===== config.mk =====
export PLATFORM = sky130hd
export DESIGN_NAME = acen_top
export DESIGN_NICKNAME = d
export VERILOG_FILES = /design/src/acen_pkg.sv /design/src/acen_pattern_check.sv /design/src/acen_top.sv
export SDC_FILE = /design/constraint.sdc
export NUM_CORES = 1
export LEC_CHECK = 0
export ABC_AREA = 1
export BUFFER_PORTS_ARGS = -buffer_cell sky130_fd_sc_hd__buf_2
export CORE_ASPECT_RATIO = 1.25
export CORE_UTILIZATION = 43
export CTS_CLUSTER_DIAMETER = 60
export DETAILED_ROUTE_END_ITERATION = 6
export PLACE_DENSITY_LB_ADDON = 0.12
export SYNTH_ARGS = -nofsm -noshare
export SYNTH_HDL_FRONTEND = slang
export SYNTH_SLANG_ARGS = --single-unit

===== constraint.sdc =====
create_clock -name clk_sys_i -period 1.7 [get_ports clk_sys_i]
set_clock_uncertainty 0.1 [all_clocks]
set_input_delay 0.17 -clock clk_sys_i [delete_from_list [all_inputs] [get_ports clk_sys_i]]
set_output_delay 0.17 -clock clk_sys_i [all_outputs]
set_load 0.01 [all_outputs]

===== src/acen_pkg.sv =====
// shared constants and carriers for the acquisition channel enable block
package acen_pkg;

    // register offsets as seen through the parameter interface
    localparam logic [31:0] ADDR_CHAN_ENABLE = 32'h0000_2AF8;
    localparam logic [31:0] ADDR_CHAN_COUNT  = 32'h0000_2AF9;
    localparam logic [31:0] ADDR_CARD_CMD    = 32'h0000_0064;

    // command codes
    localparam logic [31:0] CMD_CARD_RESET = 32'h0000_0001;

    // channel bit values
    localparam logic [3:0] CHAN_BIT_ZERO  = 4'h1;
    localparam logic [3:0] CHAN_BIT_ONE   = 4'h2;
    localparam logic [3:0] CHAN_BIT_TWO   = 4'h4;
    localparam logic [3:0] CHAN_BIT_THREE = 4'h8;

    // fitted-channel limits
    localparam logic [3:0] LIMIT_ONE  = CHAN_BIT_ZERO;
    localparam logic [3:0] LIMIT_TWO  = CHAN_BIT_ZERO | CHAN_BIT_ONE;
    localparam logic [3:0] LIMIT_FOUR = 4'hF;

    // channel counts
    localparam logic [2:0] CNT_ONE  = 3'h1;
    localparam logic [2:0] CNT_TWO  = 3'h2;
    localparam logic [2:0] CNT_FOUR = 3'h4;

    // reset values
    localparam logic [3:0] MASK_DEFAULT  = CHAN_BIT_ZERO;
    localparam logic [2:0] COUNT_DEFAULT = CNT_ONE;

    // field widths
    localparam int MASK_W = 4;
    localparam int CNT_W  = 3;

    // register request from software
    typedef struct packed {
        logic        valid;
        logic        write;
        logic [31:0] addr;
        logic [31:0] wdata;
    } acen_req_t;

    // answer to software
    typedef struct packed {
        logic        ack;
        logic        value_err;
        logic        addr_err;
        logic [31:0] rdata;
    } acen_rsp_t;

endpackage : acen_pkg


===== src/acen_pattern_check.sv =====
// pattern legality check and channel count for one enable value
`timescale 1ns/10ps
`default_nettype none
module acen_pattern_check (
    // candidate value
    input  wire logic [31:0] mask_i,
    input  wire logic [2:0]  fitted_i,
    // verdict
    output logic             valid_o,
    output logic [2:0]       count_o
);
    import acen_pkg::*;

    logic [3:0] limit;
    logic       upper_clear;
    logic       inside_fit;
    logic       legal_count;

    // one bit per channel, so the count is the number of set bits
    assign count_o = 3'(mask_i[0]) + 3'(mask_i[1]) + 3'(mask_i[2]) + 3'(mask_i[3]);

    // unknown fitted codes fall back to the smallest card
    assign limit = (fitted_i == CNT_FOUR) ? LIMIT_FOUR :
                   (fitted_i == CNT_TWO)  ? LIMIT_TWO  : LIMIT_ONE;

    assign upper_clear = (mask_i[31:MASK_W] == '0);
    assign inside_fit  = ((mask_i[MASK_W-1:0] & ~limit) == 4'h0);
    // three channels and no channel both leave memory unevenly split
    assign legal_count = (count_o == CNT_ONE) || (count_o == CNT_TWO) ||
                         (count_o == CNT_FOUR);
    assign valid_o     = upper_clear && inside_fit && legal_count;

endmodule : acen_pattern_check
`default_nettype wire


===== src/acen_top.sv =====
// channel enable register bank with pattern check and memory share
//
// Function
// - the enable register is read/write and its value is used by the next run, not the current one.
// - each bit of the enable value stands for exactly one channel.
// - values 1, 2, 4 and 8 enable channels 0, 1, 2 and 3 respectively.
// - a one-channel card accepts only the value for channel 0.
// - a two-channel card accepts channel 0, channel 1 or both.
// - a four-channel card accepts one, two or four channels, never three or none.
// - a write outside the permitted set is refused and answered with a value error.
// - a read-only register returns how many channels the programmed bitmap enables.
// - reading the enable register at any time returns the programmed bitmap.
// - channels beyond those fitted on the card cannot be enabled.
// - all acquisition memory is shared among the enabled channels of a run.
// - the card reset command returns every setting to default and disables outputs.
`timescale 1ns/10ps
`default_nettype none
module acen_top #(
    parameter logic [31:0] MEM_TOTAL_WORDS = 32'h0100_0000
) (
    // clock and reset
    input  wire logic             clk_sys_i,
    input  wire logic             rst_n_i,
    // card variant strap, from a pin
    input  wire logic [2:0]       fitted_chans_i,
    // parameter interface
    input  wire acen_pkg::acen_req_t req_i,
    output var acen_pkg::acen_rsp_t rsp_o,
    // run control
    input  wire logic             run_start_i,
    output logic [3:0]            run_chan_mask_o,
    output logic [2:0]            run_chan_count_o,
    output logic [31:0]           chan_mem_words_o,
    output logic                  signal_out_en_o
);
    import acen_pkg::*;

    logic [2:0]  fitted_sync1_reg;
    logic [2:0]  fitted_reg;
    logic [3:0]  chan_enable_mask_reg;
    logic [2:0]  active_channel_count_reg;
    logic [3:0]  run_mask_reg;
    logic [2:0]  run_count_reg;
    logic [31:0] mem_words_reg;
    logic        out_en_reg;
    acen_rsp_t   rsp_reg;
    acen_rsp_t   rsp_next;

    logic        wr_mask;
    logic        rd_mask;
    logic        rd_count;
    logic        wr_cmd;
    logic        card_reset;
    logic        known_addr;
    logic        cand_valid;
    logic [2:0]  cand_count;
    logic        mask_take;
    logic [1:0]  share_shift;

    // the strap comes from a pin, so two flops before anyone looks at it
    always_ff @(posedge clk_sys_i or negedge rst_n_i) begin
        if (!rst_n_i) begin
            fitted_sync1_reg <= CNT_ONE;
            fitted_reg       <= CNT_ONE;
        end else begin
            fitted_sync1_reg <= fitted_chans_i;
            fitted_reg       <= fitted_sync1_reg;
        end
    end

    // address decode
    assign wr_mask    = req_i.valid && req_i.write && (req_i.addr == ADDR_CHAN_ENABLE);
    assign rd_mask    = req_i.valid && !req_i.write && (req_i.addr == ADDR_CHAN_ENABLE);
    assign rd_count   = req_i.valid && !req_i.write && (req_i.addr == ADDR_CHAN_COUNT);
    assign wr_cmd     = req_i.valid && req_i.write && (req_i.addr == ADDR_CARD_CMD);
    assign card_reset = wr_cmd && (req_i.wdata == CMD_CARD_RESET);
    // the count register is read-only and the command register write-only
    assign known_addr = wr_mask || rd_mask || rd_count || wr_cmd;

    acen_pattern_check u_check (
        .mask_i   (req_i.wdata),
        .fitted_i (fitted_reg),
        .valid_o  (cand_valid),
        .count_o  (cand_count)
    );

    assign mask_take = wr_mask && cand_valid;

    // answer is built here and registered one cycle later
    assign rsp_next.ack       = req_i.valid;
    assign rsp_next.value_err = wr_mask && !cand_valid;
    assign rsp_next.addr_err  = req_i.valid && !known_addr;
    assign rsp_next.rdata     = rd_mask  ? {28'h000_0000, chan_enable_mask_reg} :
                                rd_count ? {29'h0000_0000, active_channel_count_reg} :
                                32'h0000_0000;

    // memory per channel is a power-of-two split, counts are 1, 2 or 4 only
    assign share_shift = (run_count_reg == CNT_FOUR) ? 2'h2 :
                         (run_count_reg == CNT_TWO)  ? 2'h1 : 2'h0;

    // programmed setting; reset command wins over a write in the same cycle
    always_ff @(posedge clk_sys_i or negedge rst_n_i) begin
        if (!rst_n_i) begin
            chan_enable_mask_reg     <= MASK_DEFAULT;
            active_channel_count_reg <= COUNT_DEFAULT;
        end else if (card_reset) begin
            chan_enable_mask_reg     <= MASK_DEFAULT;
            active_channel_count_reg <= COUNT_DEFAULT;
        end else if (mask_take) begin
            chan_enable_mask_reg     <= req_i.wdata[MASK_W-1:0];
            active_channel_count_reg <= cand_count;
        end
    end

    // run setting is copied only at run start, so a write never disturbs a run
    always_ff @(posedge clk_sys_i or negedge rst_n_i) begin
        if (!rst_n_i) begin
            run_mask_reg  <= MASK_DEFAULT;
            run_count_reg <= COUNT_DEFAULT;
            out_en_reg    <= 1'b0;
        end else if (card_reset) begin
            run_mask_reg  <= MASK_DEFAULT;
            run_count_reg <= COUNT_DEFAULT;
            out_en_reg    <= 1'b0;
        end else if (run_start_i) begin
            run_mask_reg  <= chan_enable_mask_reg;
            run_count_reg <= active_channel_count_reg;
            out_en_reg    <= 1'b1;
        end
    end

    // memory share follows the run count one cycle later
    always_ff @(posedge clk_sys_i or negedge rst_n_i) begin
        if (!rst_n_i) begin
            mem_words_reg <= MEM_TOTAL_WORDS;
            rsp_reg       <= '0;
        end else begin
            mem_words_reg <= MEM_TOTAL_WORDS >> share_shift;
            rsp_reg       <= rsp_next;
        end
    end

    assign rsp_o            = rsp_reg;
    assign run_chan_mask_o  = run_mask_reg;
    assign run_chan_count_o = run_count_reg;
    assign chan_mem_words_o = mem_words_reg;
    assign signal_out_en_o  = out_en_reg;
endmodule : acen_top
`default_nettype wire


==> results.py, run 1 <==
metrics = {
    "global_route": {
        "gr-usage-all-layers_pct": 17.9,
        "grt_pass1_vias": 1894,
        "grt_pass1_wl_mm": 7.78,
        "grt_max_degree": 33,
        "gr-total-overflow": 0,
        "antenna_found_initial": 0,
    },
    "cells_and_area": {
        "final_cell_mix": "88 x buf_2, 57 x nand2_1, 57 x conb_1",
        "n_antenna_cell": 0,
        "final_cell_area_mm2": 0.00293,
        "n_fill_cell": 516,
        "largest_register_ffs": 7,
        "final_common_cell": "buf_2",
        "drive_gt1_share_pct": 37.0,
        "final_nets": 489,
        "final_cells": 475,
        "area_growth_pct": 28.4,
    },
    "power_and_ir_drop": {
        "p_leak_nw": 1.59,
        "swShare_pct": 26.1,
        "p_total_w": 0.00172,
        "p_switching_w": 0.000450,
        "p_comb_share_pct": 18.8,
        "p_clk_share_pct": 35.8,
        "p_per_area_mw_per_mm2": 587,
        "p_int_w": 0.00127,
        "peakVddDrop_v": 0.000331,
        "p_seq_share_pct": 45.4,
    },
    "critical_path": {
        "cpMaxStageDelayCell": "fa_2",
        "crit_start": "req_i[1]",
        "worstSetupPathDepth": 15,
        "cp_max_fo": 7,
        "ff2ff_path_depth": 8,
        "path_class": "input pin to flop",
        "crit_path_end_kind": "flop",
        "r2r_setup_slack_ns": 0.25,
        "required_ns": 1.77,
        "r2r_start": "fitted_reg[0]",
        "cp-endpoint": "active_channel_count_reg[1]",
        "arrival_ns": 1.92,
        "path_cells": "buf_12 > inv_12 > ha_4 > inv_2 > fa_2 > ha_4 > inv_2 > nand3_2 > o21ai_1 > nor2_1 > nand2_1 > nor2_4 > nand2_2 > nand3_2 > nand2_1",
        "critPathBufInv": 4,
        "rr_endpoint": "rsp_o[33]",
        "startpoint_type": "input pin",
        "critPathMaxStageDelay_ns": 0.34,
        "critPathTopFamily": "adder cells",
    },
    "synth": {
        "synth_ff_type": "dfrtp_1",
        "synth_top_family_by_area": "simple AND/OR/NAND/NOR gates",
        "yosys_warnings": 0,
        "syn_inst": 302,
        "synth_compound_area_share_pct": 1.70,
        "synth_adder_area_share_pct": 2.52,
        "synth_mux_area_share_pct": 0,
        "synth_seq_cells": 32,
        "synth_top_area_cell": "dfrtp_1",
        "ys_seq_area_share_pct": 35.4,
        "yosysTopAreaCellShare_pct": 27.4,
        "syn-cell-area_mm2": 0.00228,
        "synthSimpleGateAreaFrac_pct": 36.7,
        "synthXorXnorAreaFrac_pct": 0,
        "synth_area_leaders": "dfrtp_1 27%, buf_4 18%, nand2_1 10%",
        "ys_types": 32,
        "synth_edf_count": 0,
        "async_flop_share_pct": 100,
        "synth.avg_cell_area_um2": 7.57,
    },
    "placed_design": {
        "hpwl_mm": 3.94,
        "dp.cells": 462,
        "placed_area_mm2": 0.00272,
        "globalplace.congestion": 0.820,
        "port_buffers": 90,
    },
    "hold_path": {
        "hp-class": "input pin to flop",
        "hold_path_depth": 3,
    },
    "clock_network": {
        "cts-buffers-inserted": 5,
        "cts_root_buf": "clkbuf_8",
        "clock_sinks": 32,
        "clkTransAtPathRegs_ns": 0.06,
        "cts_tree": "built",
        "clockBufferDepth": 2,
        "cts_max_level": 2,
        "clock_latency_ns": 0.28,
    },
    "drt": {
        "drc": 0,
        "drtAntennaViolNets": 0,
        "wl_per_cell_um": 9.98,
        "drt-total-wl_mm": 4.74,
        "drt_first_iter_violations": 66,
        "vias": 2059,
        "via_per_inst": 4.33,
        "dr.pass1.iters": 4,
    },
    "die": {
        "die_h_um": 83.5,
        "rows": 29,
        "pin_count": 147,
        "dieWidth_um": 67.2,
        "coreArea_mm2": 0.00508,
        "die_area_mm2": 0.00561,
        "initial_core_util_pct": 45.0,
    },
    "sta": {
        "worstMarginPinSlew_ns": 0.698,
        "setup_viol": 8,
        "max_freq_ghz": 0.541,
        "slew_viol_final": 0,
        "layout_min_cycle_time_ns": 1.85,
        "setup_slack_ns": -0.148,
        "rsz0062_at_grt": "true",
        "timing.final.crit_share_pct": 109,
        "maxSlewHeadroom_pct": 53.5,
        "hold_viol": 0,
    },
    "status": {
        "violations": "setup timing",
        "status": "finished, violations left",
    },
    "run": {
        "drv_cap": 0,
    },
}
synthesized netlist by cell type (2+ instances only):
library cell,instances
dfstp_2,7
nor3_2,3
ha_1,3
nand2_2,3
nor2_4,4
nor2_1,49
nand3_2,3
nor3_1,4
nand4_1,4
nand3b_1,2
nand3_1,29
inv_1,27
nand2_1,61
nor2_2,4
dfrtp_1,25
o21ai_0,3
buf_4,56
worst register-to-register path, cell delays in order (launching register included):
cell,delay [ns]
dfstp_2,0.53
nand3b_1,0.12
nand2_1,0.05
nand2_1,0.05
nand2_1,0.07
nand2_1,0.11
nor2_4,0.06
buf_4,0.13
nor4_2,0.13
layer usage:
layer / track usage [%] / wire [um] / part of all wire [%]
met5: 0 / 0 / 0
met4: 6.96 / 97 / 2.0
met3: 2.60 / 296 / 6.2
met2: 33.6 / 2620 / 55
met1: 18.9 / 1730 / 37
layout make-up:
class	count	area (um2)	share of cell area [%]
well taps	62	77.6	2.65
multi-input cells	241	1230	42.1
inverters	28	118	4.01
repair buffers	105	597	20.3
clock buffers	7	96.3	3.28
flip-flops and latches	32	810	27.6
metrics by stage:
stage | hold slack (ns) | util (%) | setup slack (ns) | TNS (ns)
after floorplan | -0.226 | - | -0.279 | -2.00
after global placement | 0.140 | 53.5 | -0.551 | -4.33
after detailed placement | 0.159 | 53.5 | -0.598 | -4.64
after CTS | 0.0719 | 57.1 | -0.181 | -1.27
after global routing | 0.0799 | 57.7 | -0.228 | -1.66
final | 0.0802 | 57.7 | -0.148 | -1.04
what timing repair did:
| action | 4_1_cts | 5_1_grt |
|---|---|---|
| endpoints found under the setup margin | 8 | 8 |
| gates cloned | 0 | 0 |
| pin swaps | 10 | 5 |
| hold endpoints to repair | 29 | 0 |
| setup buffers | 1 | 0 |
| resized for setup | 8 | 8 |
| hold buffers | 5 | 0 |
logic make-up after synthesis:
family                     count (synthesis)
and+or+nand+nor                          173
buffers and inverters                     85
DFF                                       32
AOI/OAI and AO/OA                          7
adders and majority gates                  4
other                                      1
power by group through the flow:
stage                     Sequential, W  Combinational [W]  Clock (W)
after floorplan                0.000798           0.000251          0
after global placement         0.000795           0.000302          0
after detailed placement       0.000795           0.000306          0
after CTS                      0.000782           0.000324   0.000634
after global routing           0.000783           0.000365   0.000666
final                          0.000782           0.000324   0.000617
worst min-delay path by stage:
stage                          from                     endpoint  slack (ns)
after CTS                 req_i[65]                    rsp_o[32]        0.07
final                     req_i[65]                    rsp_o[32]        0.08
after floorplan             rst_n_i  active_channel_count_reg[1]       -0.23
after global placement      rst_n_i         chan_mem_words_o[23]        0.14
after global routing      req_i[65]                    rsp_o[32]        0.08
after detailed placement    rst_n_i         chan_mem_words_o[22]        0.16
(Power assumes the default switching activity.)
==> run 2: changes to the inputs <==
--- a/config.mk
+++ b/config.mk
@@ -11,7 +11,7 @@
 export CORE_UTILIZATION = 43
 export CTS_CLUSTER_DIAMETER = 60
 export DETAILED_ROUTE_END_ITERATION = 6
-export PLACE_DENSITY_LB_ADDON = 0.12
+export PLACE_DENSITY = 0.81
 export SYNTH_ARGS = -nofsm -noshare
 export SYNTH_HDL_FRONTEND = slang
 export SYNTH_SLANG_ARGS = --single-unit
==> results.py, run 2 (synthesized netlist as in run 1, its figures left out) <==
metrics = {
    "clock_network": {
        "cts_root_buf": "clkbuf_8",
        "cts-buffers-inserted": 5,
        "cts_max_level": 2,
        "cts_tree": "built",
        "clock_latency_ns": 0.28,
        "clockBufferDepth": 2,
        "clock_sinks": 32,
        "clkTransAtPathRegs_ns": 0.07,
    },
    "die": {
        "rows": 29,
        "dieWidth_um": 67.2,
        "initial_core_util_pct": 45.0,
        "die_area_mm2": 0.00561,
        "coreArea_mm2": 0.00508,
        "die_h_um": 83.5,
        "pin_count": 147,
    },
    "hold_path": {
        "hold_path_depth": 3,
        "hp-class": "input pin to flop",
    },
    "drt": {
        "via_per_inst": 4.48,
        "drt-total-wl_mm": 4.71,
        "dr.pass1.iters": 4,
        "wl_per_cell_um": 9.98,
        "vias": 2114,
        "drtAntennaViolNets": 0,
        "drt_first_iter_violations": 95,
        "drc": 0,
    },
    "critical_path": {
        "path_cells": "buf_12 > inv_12 > ha_4 > inv_2 > fa_2 > ha_4 > inv_4 > nand3_2 > o21ai_1 > nor2_1 > nand2_1 > nor2_4 > nand2_2 > nand3_2 > nand2_1",
        "startpoint_type": "input pin",
        "cp_max_fo": 7,
        "cpMaxStageDelayCell": "fa_2",
        "arrival_ns": 1.95,
        "required_ns": 1.78,
        "ff2ff_path_depth": 8,
        "crit_path_end_kind": "flop",
        "critPathMaxStageDelay_ns": 0.35,
        "path_class": "input pin to flop",
    },
    "global_route": {
        "grt_use_met3_pct": 4.51,
        "grt_max_degree": 33,
        "gr-usage-all-layers_pct": 19.0,
        "grt_pass1_vias": 2064,
        "gr-total-overflow": 0,
        "antenna_found_initial": 0,
        "busiest_layer": "met2",
        "use_met2_pct": 35.9,
        "grt_pass1_wl_mm": 8.31,
        "grtUsageMet1_pct": 19.2,
    },
    "power_and_ir_drop": {
        "peakVddDrop_v": 0.000822,
        "p_leak_nw": 1.56,
        "p_int_w": 0.00134,
        "p_total_w": 0.00181,
        "p_comb_share_pct": 17.8,
        "swShare_pct": 25.5,
        "p_per_area_mw_per_mm2": 623,
        "p_switching_w": 0.000461,
        "p_clk_share_pct": 38.9,
        "p_seq_share_pct": 43.3,
    },
    "placed_design": {
        "dpl_worst_slack_ns": -0.600,
        "hpwl_mm": 3.94,
        "port_buffers": 90,
        "placed_area_mm2": 0.00270,
        "dp.cells": 459,
        "globalplace.congestion": 0.856,
    },
    "cells_and_area": {
        "final_cell_area_mm2": 0.00290,
        "final_cells": 472,
        "n_antenna_cell": 0,
        "final_nets": 485,
        "drive_gt1_share_pct": 35.6,
        "area_growth_pct": 26.9,
        "final_cell_mix": "88 x buf_2, 60 x nand2_1, 57 x conb_1",
        "final_common_cell": "buf_2",
        "largest_register_ffs": 7,
    },
    "sta": {
        "setup_viol": 8,
        "maxSlewHeadroom_pct": 55.3,
        "slew_viol_final": 0,
        "timing.final.crit_share_pct": 110,
        "hold_viol": 0,
        "rsz0062_at_grt": "true",
        "setup_slack_ns": -0.173,
        "max_freq_ghz": 0.534,
        "layout_min_cycle_time_ns": 1.87,
        "worstMarginPinSlew_ns": 0.670,
    },
    "status": {
        "status": "finished, violations left",
        "violations": "setup timing",
    },
    "run": {
        "drv_cap": 0,
    },
}
==> run 2: cell types whose count changed in the layout (fill, tap and decap cells not counted), moves of 2 or more <==
cell and delta:
buf_4 -4, nand2_1 +3, clkbuf_8 -2, nand2_2 -2
==> run 2: per-stage QoR <==
stage	util, %	hold WS (ns)	TNS (ns)
final	57.1	0.106	-1.16
after global placement	53.1	0.132	-4.28
after global routing	57.1	0.117	-2.01
after detailed placement	53.1	0.148	-4.61
after floorplan	-	-0.226	-2.00
after CTS	56.7	0.109	-1.17
==> run 2: area by class of cell <==
class	count	area, um2
Fill cell	494	2180
Multi-Input combinational cell	241	1220
Sequential cell	32	810
Timing Repair Buffer	101	567
Inverter	28	120
Tap cell	62	77.6
Clock buffer	6	72.6
Clock inverter	2	35.0
==> run 2: power groups by stage <==
stage	clock, W	sequential (W)	combinational, W
3_3_place_gp	0	0.000795	0.000297
4_1_cts	0.000717	0.000782	0.000320
3_5_place_dp	0	0.000796	0.000303
6_report	0.000702	0.000782	0.000322
2_1_floorplan	0	0.000798	0.000251
5_1_grt	0.000758	0.000783	0.000366
==> run 2: what timing repair did <==
item	in CTS	in global routing
endpoints found under the setup margin	8	8
resized for setup	9	3
buffers inserted	0	0
hold buffers	5	0
hold endpoints to repair	29	0
gates cloned	0	0
pin swaps	9	2
==> run 2: worst paths after layout <==
check	start	to	slack [ns]
setup reg to reg	fitted_reg[0]	rsp_o[33]	0.29
max in group asynchronous	rst_n_i	fitted_sync1_reg[1]	0.70
min in group asynchronous	rst_n_i	chan_mem_words_o[21]	0.36
setup / recovery	req_i[1]	chan_enable_mask_reg[3]	-0.17
hold / removal	run_start_i	run_chan_mask_o[3]	0.11
hold reg to reg	fitted_sync1_reg[2]	fitted_reg[2]	0.25
==> run 2: routing by layer <==
metal | wire length, um | share of wire, %
met3 | 321 | 6.8
met2 | 2700 | 57
met1 | 1600 | 34
met4 | 97 | 2.1
met5 | 0 | 0
==> run 2: worst max-delay path, delay by kind of cell <==
kind,cells,cell delay (ns)
fa+ha+maj,3,0.89
simple gates,7,0.66
compound gates,1,0.06
buf+inv,4,0.19
